<file path="src/logic/icpa_regs.vh">
// constants for the configuration port access block
`ifndef ICPA_REGS_VH
`define ICPA_REGS_VH
`define ICPA_PORT_STRAP0     16'h03f0
`define ICPA_PORT_STRAP1     16'h0370
`define ICPA_KEY_ENTER       8'h55
`define ICPA_KEY_EXIT        8'haa
`define ICPA_IDX_CFG_CTRL    8'h02
`define ICPA_IDX_WIN_SEL     8'h03
`define ICPA_IDX_LDN         8'h07
`define ICPA_WIN_SEL_STRAP0  8'h01
`define ICPA_WIN_SEL_STRAP1  8'h02
`define ICPA_WIN_EN_BIT      7
`define ICPA_SOFT_RST_BIT    0
`define ICPA_OPEN_LDN        8'h07
`define ICPA_OPEN_LO         8'h82
`define ICPA_OPEN_HI         8'h9a
`define ICPA_WIN0            16'h00e0
`define ICPA_WIN1            16'h00e2
`define ICPA_WIN2            16'h00e4
`define ICPA_WIN3            16'h00ea
`endif

</file>
<file path="src/logic/icpa_ld7_bank.v">
// logical device 7 open-mode register storage
`timescale 1ns/1ps
`default_nettype none
module icpa_ld7_bank
(
	// clock and reset
	input  wire       sys_clk,
	input  wire       resetn,
	// soft reset
	input  wire       softRst,
	// access
	input  wire       wrEn,
	input  wire [7:0] addr,
	input  wire [7:0] wrData,
	output wire [7:0] rdData
);
	reg [7:0] mem_q [0:24];
	wire [7:0] off = addr - 8'h82;

	genvar i;
	generate
		for (i = 0; i < 25; i = i + 1)
		begin : g_reg
			localparam [7:0] IDX = i;
			always @(posedge sys_clk or negedge resetn)
			begin
				if (!resetn)
					mem_q[i] <= 8'h00;
				else if (softRst)
					mem_q[i] <= 8'h00;
				else if (wrEn && off == IDX)
					mem_q[i] <= wrData;
			end
		end
	endgenerate

	assign rdData = (off < 8'd25) ? mem_q[off[4:0]] : 8'h00;
endmodule
`default_nettype wire

</file>
<file path="src/logic/icpa_config_port.v">
// configuration port access unit on the isa bus
// What this block does
// strap low decodes key/index at 0x03f0, strap high at 0x0370.
// index port and data port, data at index address plus one.
// all i/o decodes are qualified by aen; aen high cycles ignored.
// index and data ports answer only in configuration state.
// power-up loads defaults and enters run state.
// only run and configuration states; run always accepts entry.
// writing 0x55 to key port enters configuration state.
// writing 0xaa to key port returns to run state.
// host enters, programs registers, issues commands, then exits.
// window-select bits 1:0 choose run pair e0, e2, e4 or ea.
// window-select bit 7 enables the run-state pair decode.
// run data port reaches ld7 0x82-0x9a only; else ignored.
// hard reset on supply power-on or reset output pin.
// writing one to control bit 0 clears the ldn register and the ld7 bank; window select and index are kept.
// key port write-only, zero wait, other key values ignored.
`timescale 1ns/1ps
`default_nettype none
`include "icpa_regs.vh"
module icpa_config_port
(
	// clock and reset
	input  wire        sys_clk,
	input  wire        resetn,
	input  wire        resetOut,
	// strap
	input  wire        modeStrap,
	// isa cycle, one-cycle strobes
	input  wire [15:0] isaAddr,
	input  wire        isaAen,
	input  wire        isaIowStb,
	input  wire        isaIorStb,
	input  wire [7:0]  isaWrData,
	output reg  [7:0]  isaRdData,
	output wire        isaRdValid,
	output wire        isaRdyN,
	// status and settings
	output wire        cfgState,
	output wire [7:0]  logicalDevice,
	output wire [7:0]  openIndex
);
	localparam ST_RUN = 1'b0;
	localparam ST_CFG = 1'b1;

	// strap sampling, three stages
	reg  [2:0] strapSync_q;
	reg        strap_q;
	// counts down past the synchroniser before the window select is loaded
	reg  [2:0] strapWait_q;
	wire       hardRst = resetOut;
	always @(posedge sys_clk or negedge resetn)
	begin
		if (!resetn)
		begin
			strapSync_q <= 3'b000;
			strap_q     <= 1'b0;
		end
		else
		begin
			strapSync_q <= {strapSync_q[1:0], modeStrap};
			if (strapSync_q[1] == strapSync_q[2])
				strap_q <= strapSync_q[2];
		end
	end

	// decode
	wire [15:0] basePort = strap_q ? `ICPA_PORT_STRAP1
		: `ICPA_PORT_STRAP0;
	reg  [7:0]  winSel_q;
	reg  [15:0] winBase;
	always @*
	begin
		case (winSel_q[1:0])
			2'b00:   winBase = `ICPA_WIN0;
			2'b01:   winBase = `ICPA_WIN1;
			2'b10:   winBase = `ICPA_WIN2;
			default: winBase = `ICPA_WIN3;
		endcase
	end
	reg  state_q;
	wire hitIdx  = !isaAen && isaAddr == basePort;
	wire hitData = !isaAen && isaAddr == basePort + 16'h0001;
	wire winOn   = winSel_q[`ICPA_WIN_EN_BIT] && state_q == ST_RUN;
	wire hitOIdx = !isaAen && winOn && isaAddr == winBase;
	wire hitOData = !isaAen && winOn
		&& isaAddr == winBase + 16'h0001;

	// key port shares the index address; key writes decoded in both states
	wire keyWr   = hitIdx && isaIowStb;
	wire cfgIdxWr  = state_q == ST_CFG && hitIdx && isaIowStb;
	wire cfgDataWr = state_q == ST_CFG && hitData && isaIowStb;
	wire cfgIdxRd  = state_q == ST_CFG && hitIdx && isaIorStb;
	wire cfgDataRd = state_q == ST_CFG && hitData && isaIorStb;

	// state machine
	reg stateD;
	always @*
	begin
		stateD = state_q;
		case (state_q)
			ST_RUN:
				if (keyWr && isaWrData == `ICPA_KEY_ENTER)
					stateD = ST_CFG;
			ST_CFG:
				if (keyWr && isaWrData == `ICPA_KEY_EXIT)
					stateD = ST_RUN;
			default:
				stateD = ST_RUN;
		endcase
	end

	// registers
	reg [7:0] index_q;
	reg [7:0] ldn_q;
	reg [7:0] oIndex_q;
	wire oInRange = oIndex_q >= `ICPA_OPEN_LO
		&& oIndex_q <= `ICPA_OPEN_HI;
	wire softRst = cfgDataWr && index_q == `ICPA_IDX_CFG_CTRL
		&& isaWrData[`ICPA_SOFT_RST_BIT];
	wire cfgLd7 = ldn_q == `ICPA_OPEN_LDN && index_q >= `ICPA_OPEN_LO
		&& index_q <= `ICPA_OPEN_HI;
	wire oWr = hitOData && isaIowStb && oInRange;
	wire bankWr = (cfgDataWr && cfgLd7) || oWr;
	wire [7:0] bankAddr = (state_q == ST_CFG) ? index_q : oIndex_q;
	wire [7:0] bankRd;

	always @(posedge sys_clk or negedge resetn)
	begin
		if (!resetn)
		begin
			state_q     <= ST_RUN;
			index_q     <= 8'h00;
			ldn_q       <= 8'h00;
			oIndex_q    <= 8'h00;
			winSel_q    <= `ICPA_WIN_SEL_STRAP0;
			strapWait_q <= 3'h6;
		end
		else if (hardRst)
		begin
			state_q     <= ST_RUN;
			index_q     <= 8'h00;
			ldn_q       <= 8'h00;
			oIndex_q    <= 8'h00;
			strapWait_q <= 3'h1;
		end
		else
		begin
			state_q <= stateD;
			if (strapWait_q != 3'h0)
				strapWait_q <= strapWait_q - 3'h1;
			if (strapWait_q == 3'h1)
				winSel_q <= strap_q ? `ICPA_WIN_SEL_STRAP1
					: `ICPA_WIN_SEL_STRAP0;
			else if (cfgDataWr && index_q == `ICPA_IDX_WIN_SEL)
				winSel_q <= isaWrData;
			if (cfgIdxWr)
				index_q <= isaWrData;
			if (softRst)
				ldn_q <= 8'h00;
			else if (cfgDataWr && index_q == `ICPA_IDX_LDN)
				ldn_q <= isaWrData;
			if (hitOIdx && isaIowStb)
				oIndex_q <= isaWrData;
		end
	end

	icpa_ld7_bank u_bank
	(
		.sys_clk (sys_clk),
		.resetn  (resetn),
		.softRst (softRst || hardRst),
		.wrEn    (bankWr),
		.addr    (bankAddr),
		.wrData  (isaWrData),
		.rdData  (bankRd)
	);

	// read data, registered
	reg [7:0] cfgRd;
	always @*
	begin
		case (index_q)
			`ICPA_IDX_WIN_SEL: cfgRd = winSel_q;
			`ICPA_IDX_LDN:     cfgRd = ldn_q;
			default:           cfgRd = cfgLd7 ? bankRd : 8'h00;
		endcase
	end
	wire oRd = hitOData && isaIorStb && oInRange;
	wire oIdxRd = hitOIdx && isaIorStb;
	reg  rdValid_q;
	always @(posedge sys_clk or negedge resetn)
	begin
		if (!resetn)
		begin
			isaRdData <= 8'h00;
			rdValid_q <= 1'b0;
		end
		else
		begin
			rdValid_q <= cfgIdxRd || cfgDataRd || oRd || oIdxRd;
			if (cfgIdxRd)
				isaRdData <= index_q;
			else if (cfgDataRd)
				isaRdData <= cfgRd;
			else if (oIdxRd)
				isaRdData <= oIndex_q;
			else if (oRd)
				isaRdData <= bankRd;
		end
	end

	assign isaRdValid    = rdValid_q;
	assign isaRdyN       = 1'b0;
	assign cfgState      = state_q;
	assign logicalDevice = ldn_q;
	assign openIndex     = oIndex_q;
endmodule
`default_nettype wire

</file>
<file path="config.mk">
export PLATFORM = sky130hd
export DESIGN_NAME = icpa_config_port
export DESIGN_NICKNAME = d
export VERILOG_FILES = /design/src/logic/icpa_ld7_bank.v /design/src/logic/icpa_config_port.v
export VERILOG_INCLUDE_DIRS = /design/src /design/src/logic
export SDC_FILE = /design/constraint.sdc
export NUM_CORES = 1
export LEC_CHECK = 0
export BUFFER_PORTS_ARGS = -buffer_cell sky130_fd_sc_hd__buf_2
export CAP_MARGIN = 10
export CORE_MARGIN = 5
export CORE_UTILIZATION = 55
export DETAILED_ROUTE_END_ITERATION = 12
export PLACE_DENSITY_LB_ADDON = 0.15
export SYNTH_ARGS = -nofsm -noshare
export SYNTH_HDL_FRONTEND = slang
export SYNTH_SLANG_ARGS = --single-unit
</file>
<file path="constraint.sdc">
create_clock -name sys_clk -period 5.5 [get_ports sys_clk]
set_input_delay 0.55 -clock sys_clk [delete_from_list [all_inputs] [get_ports sys_clk]]
set_output_delay 0.55 -clock sys_clk [all_outputs]
set_load 0.05 [all_outputs]
</file>
After elaboration in Yosys (flattened, before gate mapping)
Index checks and enable logic that the tools add are counted.
{ "word_totals": {"ff_bits": 249, "inputBits": 31, "out_inout_bits": 27, "word_cells": 260} }
{ "op_classes": {"add_sub_neg": 4, "n_lt_le_gt_ge": 6, "n_eq_ne": 38, "n_mux": 79, "bitwise": 3, "reduce_logical": 95} }
{ "op_table": {"columns": ["op", "n"], "rows": [
  ["8-bit 2-to-1 mux", 69],
  ["8-bit by 5-bit == test with 1-bit output (second input constant)", 9],
  ["8-bit by 4-bit == test with 1-bit output (second input constant)", 8],
  ["2-bit nonzero test", 29],
  ["1-bit logical AND", 54],
  ["8-bit by 3-bit == test with 1-bit output (second input constant)", 6],
  ["8-bit binary-select mux with 5-bit select", 1],
  ["16-bit == test", 2],
  ["8-bit by 2-bit == test with 1-bit output (second input constant)", 4],
  ["16-bit by 1-bit adder with 16-bit output (second input constant)", 1],
  ["16-bit by 10-bit == test with 1-bit output", 1],
  ["16-bit by 11-bit == test with 1-bit output", 1],
  ["8-bit greater-or-equal comparator (second input constant)", 2],
  ["8-bit <= comparator (second input constant)", 2],
  ["8-bit case mux with 2 select lines", 1],
  ["4-bit case mux with 3 select lines", 1],
  ["10-bit by 1-bit adder with 11-bit output (second input constant)", 1],
  ["8-bit by 1-bit == test with 1-bit output (second input constant)", 1],
  ["8-bit by 7-bit == test with 1-bit output (second input constant)", 1],
  ["8-bit == test (second input constant)", 1],
  ["8-bit zero test", 1],
  ["8-bit by 5-bit < comparator with 1-bit output (second input constant)", 1],
  ["8-bit subtractor (second input constant)", 1],
  ["6-bit greater-or-equal comparator (second input constant)", 1],
  ["17 further kinds", 26]
]} }

Longest topological paths before layout
Gate-level depths: netlist of run 1.
{ "logic_depth": {"word_depth": 11, "mapped_depth": 16, "mapped_depth_nobuf": 9} }

Cells and area by module
From an unflattened synthesis of run 1, not the netlist that was laid out.
{ "hier_totals": {"hier_cells": 1190, "hier_area_um2": 13251.5} }
{ "by_module_without_submodules": {"columns": ["module", "n_inst", "cells_each", "area_per_inst_um2", "seq_area_each_um2"], "rows": [
  ["icpa_ld7_bank", 1, 902, 10353.7, 5004.8],
  ["icpa_config_port", 1, 288, 2897.8, 1229.9]
]} }

Least setup slack after synthesis of run 1
Ideal clock, no wire load.
{ "synth_timing": {"kind": "register -> register", "startpoint": "reg state_q, in the netlist cfgState", "endpoint": "reg u_bank.mem_q[121] in the netlist's numbering", "setup_ns": 0.121, "t_arrival_ns": 3.847, "required_time_ns": 5.379, "path_slack_ns": 1.532, "path_stages_with_launch": 15, "n_path_buf": 5, "period_less_slack_ns": 3.968, "cell_sequence": "dfrtp_1 buf_4 buf_4 mux2_2 inv_2 buf_4 buf_1 ha_1 xnor2_1 clkbuf_1 nand2_1 nor3_1 nand4_4 mux2i_1 nor2_1"} }
{ "synth_via": {"elab_chain_cells": 9, "elab_cells_between_ends": 19, "cone_classes": "add/sub (1); eq/ne (1); mux (2); bitwise (1); reduce/logical (14)"} }
{ "synth_lines": {"columns": ["element", "line", "text"], "rows": [
  ["from (decl)", "icpa_config_port.v:81", "reg state_q;"],
  ["from (signal assigned)", "icpa_config_port.v:149", "state_q <= stateD;"],
  ["parallel branches: the longest is 9 deep, another holds 8-bit subtractor", null, null],
  ["to (signal, indexed assignment)", "icpa_ld7_bank.v:32", "mem_q[i] <= wrData;"],
  ["to (decl)", "icpa_ld7_bank.v:17", "reg [7:0] mem_q [0:24];"]
]} }
Several ways; the timed one is not identified.
A chain may end at the register's enable or synchronous reset.

Worst setup path after layout of run 1
{ "layout_timing": {"startpoint": "reg oIndex_q[1], in the netlist openIndex[1]", "endpoint": "reg u_bank.mem_q[21] in the netlist's numbering"} }
{ "layout_via": {"elab_chain_cells": 6, "elab_cells_between_ends": 10, "cone_classes": "add/sub (1); order compare (2); eq/ne (1); mux (1); reduce/logical (5)"} }
{ "layout_lines": {"columns": ["element", "line", "text"], "rows": [
  ["from (decl)", "icpa_config_port.v:116", "reg [7:0] oIndex_q;"],
  ["from (signal assigned)", "icpa_config_port.v:164", "oIndex_q <= isaWrData;"],
  ["parallel branches: the longest is 4 deep, another holds 8-bit subtractor", null, null],
  ["1-bit logical AND *", "icpa_ld7_bank.v:31", "else if (wrEn && off == IDX)"],
  ["2-bit nonzero test (no line) *", null, null]
]} }
Mark *: on every way between the ends.

==> metrics.yaml, run 1 <==
fin_skew_ns: 0.0117
placed_cell_area_mm2: 0.0135
htree_levels: 1
cts_tree: "done"
synth.area.top_cells: "dfrtp_1, mux2i_1, nand3_1"
r2r.worst_path.cells: 8
grt_pass1_vias: 9758
crit_arrival_ns: 4.39
worst_setup_path_end_kind: "flip-flop"
final.setup.tns_ns: 0
relSlewSlack_pct: 35.9
gr-total-overflow: 0
drive_above_1_share_pct: 16.4
worstPathCellList: "mux2_2, inv_2, ha_1, nor2_1, nand3_1, or3_1, nand3_1, o21ai_2"
fin_cells: 1609
r2r_start: "openIndex[1]"
yosysMostFrequentCell: "dfrtp_1"
hold_buffers: 0
setup_ws_ns: 1.50
first_iter_violations: 1149
rsz0062_at_grt: "no"
routabilityCongestion: 0.879
stdcell_area_mm2: 0.0144
synth_edf_count: 0
finalMaxSlewViolations: 0
antenna_found_initial: 0
areaGrowthSynthToFinish_pct: 7.25
antenna-diode-count: 0
clock_sinks: 249
max_slew.worst_pin.slew_ns: 0.957
synthArstFlopShare_pct: 100
clk_pin_slew_ns: 0.06
drcViolationCount: 0
dieArea_mm2: 0.0276
cts_root_buf: "clkbuf_16"
crit_path_start_kind: "flip-flop"
ios: 58
place_ws_ns: 1.56
ys_ff_latch: 249
max_cap_viol_count: 0
synth_area_per_cell_um2: 10.4
yosysSeqAreaShare_pct: 46.5
finalCritPeriodShare_pct: 72.7
worstSkewPairLatency_ns: 0.53
num_vias: 10100
synth_ff_type: "dfrtp_1"
cts_buffer_depth: 3
ys_warn_count: 0
cp_common_cell: "nand3_1"
synth_nets: 1325
hold_viol_final: 0
rrSetupSlack_ns: 1.50
synth_top_area_share_pct: 45.9
num_rows: 57
critPathMaxFanout: 26
ctsResizeCount: 0
die_w_um: 166
track_usage_pct: 25.7
nNetsFinal: 1300
cp.required_ns: 5.90
dp_cells: 1560
fmaxAchievable_mhz: 250
hpwl_um: 23100
fp.coreArea_mm2: 0.0242
cts_buffers: 27
fin_crit_ns: 4.00
syn_inst: 1290
yosys-top-cells-count: "dfrtp_1, mux2i_1, nand3_1"
port_buffers: 56
r2r-end: "u_bank.mem_q[21]"
irDropWorstVdd_uv: 272
drtAntennaViolNets: 0
status: "finished clean"
max_stage_delay_ns: 0.84
syn_area_mm2: 0.0134
critical_path_class: "flip-flop to flip-flop"
grt_pass1_wl_um: 57400
p_per_area_mw_per_mm2: 276
p_total_mw: 3.97
wirelength_um: 35800
synth.distinct_cells: 81
vias_per_cell: 6.25
setup_viol_count_final: 0
routedWlPerCell_um: 22.3
synth_top_cell_by_area: "dfrtp_1"
n_fill_cell: 2100
critPathSlowestCell: "nor2_1"
die_height_um: 166
cts_setup_buffers: 0
p_leak_nw: 6.74
drt_pass1_iterations: 5
start_util_pct: 55.4
grt_max_degree: 135
hp-class: "input port to asynchronous set/reset pin"
==> critical path, delay by kind of cell, from the launching register on <==
kind,cells,cell delay [ns]
AND/OR/NAND/NOR,4,1.89
multiplexers,1,0.69
flip-flops,1,0.59
adder cells (fa/ha/maj),1,0.54
buffers and inverters,1,0.07
AO/OA/AOI/OAI,1,0.06
==> worst max path at each step <==
stage,startpoint,endpoint,slack (ns)
floorplan,cfgState,u_bank.mem_q[121],1.53
global placement,cfgState,u_bank.mem_q[18],1.62
detailed placement,cfgState,u_bank.mem_q[21],1.56
CTS,cfgState,u_bank.mem_q[21],1.54
global route,cfgState,u_bank.mem_q[21],1.26
finish,openIndex[1],u_bank.mem_q[21],1.50
==> metrics by stage <==
step	util, %	hold slack (ns)
6_report	59.5	0.0974
5_1_grt	59.5	0.122
4_1_cts	59.5	0.107
3_3_place_gp	55.7	0.349
2_1_floorplan	-	0.254
3_5_place_dp	55.7	0.341
==> cells in the final DEF, fill, tap and decap left out, types with 11 or more instances in the layout <==
cell and n:
nor2_1 130, mux4_2 16, buf_4 11, nand2_1 83, a221oi_1 16, or3_1 13
o21ai_2 23, o21ai_0 19, clkbuf_16 27, mux2i_1 168, a21oi_1 25, mux2_2 11
nor3_1 11, o21ai_1 78, dfrtp_1 246, nand3_1 149, buf_2 55
==> cell type report <==
cell class	count	area (um^2)	area share [%]
clock buffers	35	756	5.26
clock inverters	14	151	1.05
inverters	11	41.3	0.287
multi-input cells	907	6370	44.3
flip-flops and latches	249	6230	43.4
well taps	324	405	2.82
repair buffers	69	413	2.87
==> state kept, by name, summed over array words and instances, names as in the netlist <==
register and count:
cfgState 1, index_q 8, isaRdData 8, isaRdValid 1, logicalDevice 8, openIndex 8, strapSync_q 3, strapWait_q 3
strap_q 1, u_bank.mem_q 200, winSel_q 8
==> layer usage <==
metal	track usage [%]	share of wire [%]	vias to the layer above
met3	3.78	7.0	62
met4	7.14	3.0	0
met1	39.0	44	5014
met2	38.8	46	351
met5	0	0	-
li1	-	-	4629
==> power by group <==
group / total [mW] / internal (mW) / switching, mW
Clock: 1.85 / 1.11 / 0.740
Combinational: 0.253 / 0.0668 / 0.186
Sequential: 1.87 / 1.86 / 0.0181
==> cell families (layout without fill, tap and decap cells) <==
logic type | count (synthesis) | in the layout | synth area share, %
AND/OR/NAND/NOR | 478 | 478 | 19.5
multiplexers | 197 | 197 | 16.3
XOR/XNOR | 5 | 5 | 0.327
adder cells (fa/ha/maj) | 5 | 5 | 0.448
other | 1 | 1 | 0.0280
flip-flops | 249 | 249 | 46.5
AO/OA/AOI/OAI | 221 | 221 | 10.9
buffers and inverters | 134 | 129 | 6.05
(Power assumes the default switching activity.)
==> run 2: changes to the inputs <==
- clock period: 5.5 -> 3.3 ns (I/O delays scaled with it)
==> metrics.yaml, run 2 (synthesized netlist as in run 1, its figures left out) <==
place_ws_ns: 0.184  # -1.38 ns
track_usage_pct: 26.9  # +1.2 points
fin_crit_ns: 3.12  # -0.873 ns
layout_common_cells: "dfrtp_1, mux2i_1, nand3_1, nor2_1, nand2_1"
irDropWorstVdd_uv: 490  # +80%
final_common_cell: "dfrtp_1"
register_area_mm2: 0.00624  # about the same
status: "finished clean"
r2r-end: "u_bank.mem_q[116]"
finalCritPeriodShare_pct: 94.7  # +22 points
drcViolationCount: 0  # unchanged
finalMaxSlewViolations: 0  # unchanged
cts_setup_buffers: 0  # unchanged
cts_buffers: 27  # unchanged
num_vias: 10200  # +1.5%
p_per_area_mw_per_mm2: 447  # +62%
setup_ws_ns: 0.175  # -1.33 ns
hpwl_um: 24700  # +7.0%
drtAntennaViolNets: 0  # unchanged
largest_reg_flops: 200  # unchanged
htree_levels: 1  # unchanged
hp-class: "input port to flip-flop"
max_slew.worst_pin.slew_ns: 1.01  # +0.0559 ns
worstSkewPairLatency_ns: 0.54  # about the same
fin_skew_ns: 0.0168  # +0.00506 ns
r2r_start: "index_q[1]"
setup_viol_count_final: 0  # unchanged
p_leak_nw: 6.92  # +2.6%
final_core_util_pct: 61.0  # +1.5 points
vias_per_cell: 6.22  # -0.52%
dp_cells: 1594  # +2.2%
grt_max_degree: 90  # -33%
top_register: "u_bank.mem_q"
max_cap_viol_count: 0  # unchanged
die_w_um: 166  # unchanged
cp.required_ns: 3.71  # -2.19 ns
antenna_found_initial: 1  # +1
first_iter_violations: 895  # -22%
drive_above_1_share_pct: 18.7  # +2.2 points
cts_buffer_depth: 3  # unchanged
dieArea_mm2: 0.0276  # unchanged
start_util_pct: 55.4  # unchanged
nNetsFinal: 1336  # +2.8%
crit_arrival_ns: 3.53  # -0.86 ns
worst_setup_path_end_kind: "flip-flop"
clock_sinks: 249  # unchanged
routedWlPerCell_um: 22.5  # +0.98%
clk_pin_slew_ns: 0.07  # about the same
critPathTopFamily: "simple AND/OR/NAND/NOR gates"
final.setup.tns_ns: 0  # unchanged
cts_root_buf: "clkbuf_16"
critPathBufInv: 0  # -1
hold_viol_final: 0  # unchanged
grt_pass1_wl_um: 60000  # +4.6%
port_buffers: 56  # unchanged
ios: 58  # unchanged
worst_hold_slack_ns: 0.159  # +0.0612 ns
r2r.worst_path.cells: 7  # -1
critPathMaxFanout: 16  # -38%
rsz0062_at_grt: "no"
gr-total-overflow: 0  # unchanged
min_to: "isaRdValid"
crit_path_start_kind: "flip-flop"
met2_usage_pct: 41.0  # +2.2 points
gr-max-usage-layer: "met2"
grt_pass1_vias: 10200  # +4.9%
critical_path_class: "flip-flop to flip-flop"
fin_cells: 1642  # +2.1%
critPathSlowestCell: "or3_1"
hold_start: "isaIorStb"
routabilityCongestion: 0.966  # +9.9%
fmaxAchievable_mhz: 320  # +28%
cts_tree: "done"
drt_pass1_iterations: 5  # unchanged
fp.coreArea_mm2: 0.0242  # unchanged
areaGrowthSynthToFinish_pct: 9.98
n_fill_cell: 2058  # -2.0%
cp_common_cell: "nand3_1"
die_height_um: 166  # unchanged
hold_buffers: 2  # +2
rrSetupSlack_ns: 0.18  # -1.33 ns
multi_input_area_mm2: 0.00643  # +0.82%
relSlewSlack_pct: 31.4  # -4.6 points
min_path_cells: 3
num_rows: 57  # unchanged
worstPathCellList: "nor4_2, mux2i_1, o311a_1, nand3_1, or3_1, nand3_1, o21ai_2"
grtUsageMet1_pct: 40.2  # +1.2 points
ctsResizeCount: 0  # unchanged
max_stage_delay_ns: 0.69  # -0.15 ns
grt_use_met3_pct: 4.57  # +0.79 points
antenna-diode-count: 0  # unchanged
wirelength_um: 36900  # +3.0%
run 2: cell count changes in the layout (fill, tap and decap cells not counted), sizes merged:
cell	previous run	this run
buf	69	103
inv	11	12
clkbuf	35	40
dlygate4sd3	0	2
clkinv	10	2
bufinv	3	2
run 2: worst max path at each step:
stage	startpoint	end	slack (ns)	cells after the start
after floorplan	cfgState	u_bank.mem_q[149]	0.02	16
after global placement	isaAddr[15]	u_bank.mem_q[113]	0.23	9
after detailed placement	isaAddr[15]	u_bank.mem_q[116]	0.18	9
after CTS	openIndex[2]	u_bank.mem_q[132]	0.27	7
after global routing	index_q[1]	u_bank.mem_q[116]	0.05	7
final	index_q[1]	u_bank.mem_q[116]	0.18	7
run 2: cell type report:
class	instances	share of cell area [%]
clock buffer	40	5.39
clock inverter	6	0.586
inverter	11	0.280
multi-input combinational	907	43.6
sequential	249	42.3
tap	324	2.75
timing repair buffer	105	5.09
run 2: stage by stage:
stage	power, mW	area, um^2
after floorplan	3.43	13500
after global placement	3.62	13800
after detailed placement	3.63	13800
after CTS	6.65	14700
after global routing	6.82	14700
final	6.59	14700
run 2: layer usage:
layer,vias up,part of all wire [%],routed length [um]
li1,4696,-,-
met1,5087,45,16600
met2,356,46,16800
met3,68,6.7,2470
met4,2,2.7,1000
met5,-,0.035,13
run 2: worst register-to-register path: cells and delay by family (launching register included):
kind | cells | cell delay (ns)
flops | 1 | 0.52
compound gates | 2 | 0.55
simple gates | 4 | 1.60
mux | 1 | 0.36
run 2: power breakdown:
part | switching (mW) | internal [mW] | total [mW]
registers | 0.0283 | 3.09 | 3.12
clock network | 1.20 | 1.81 | 3.01
logic | 0.321 | 0.132 | 0.453
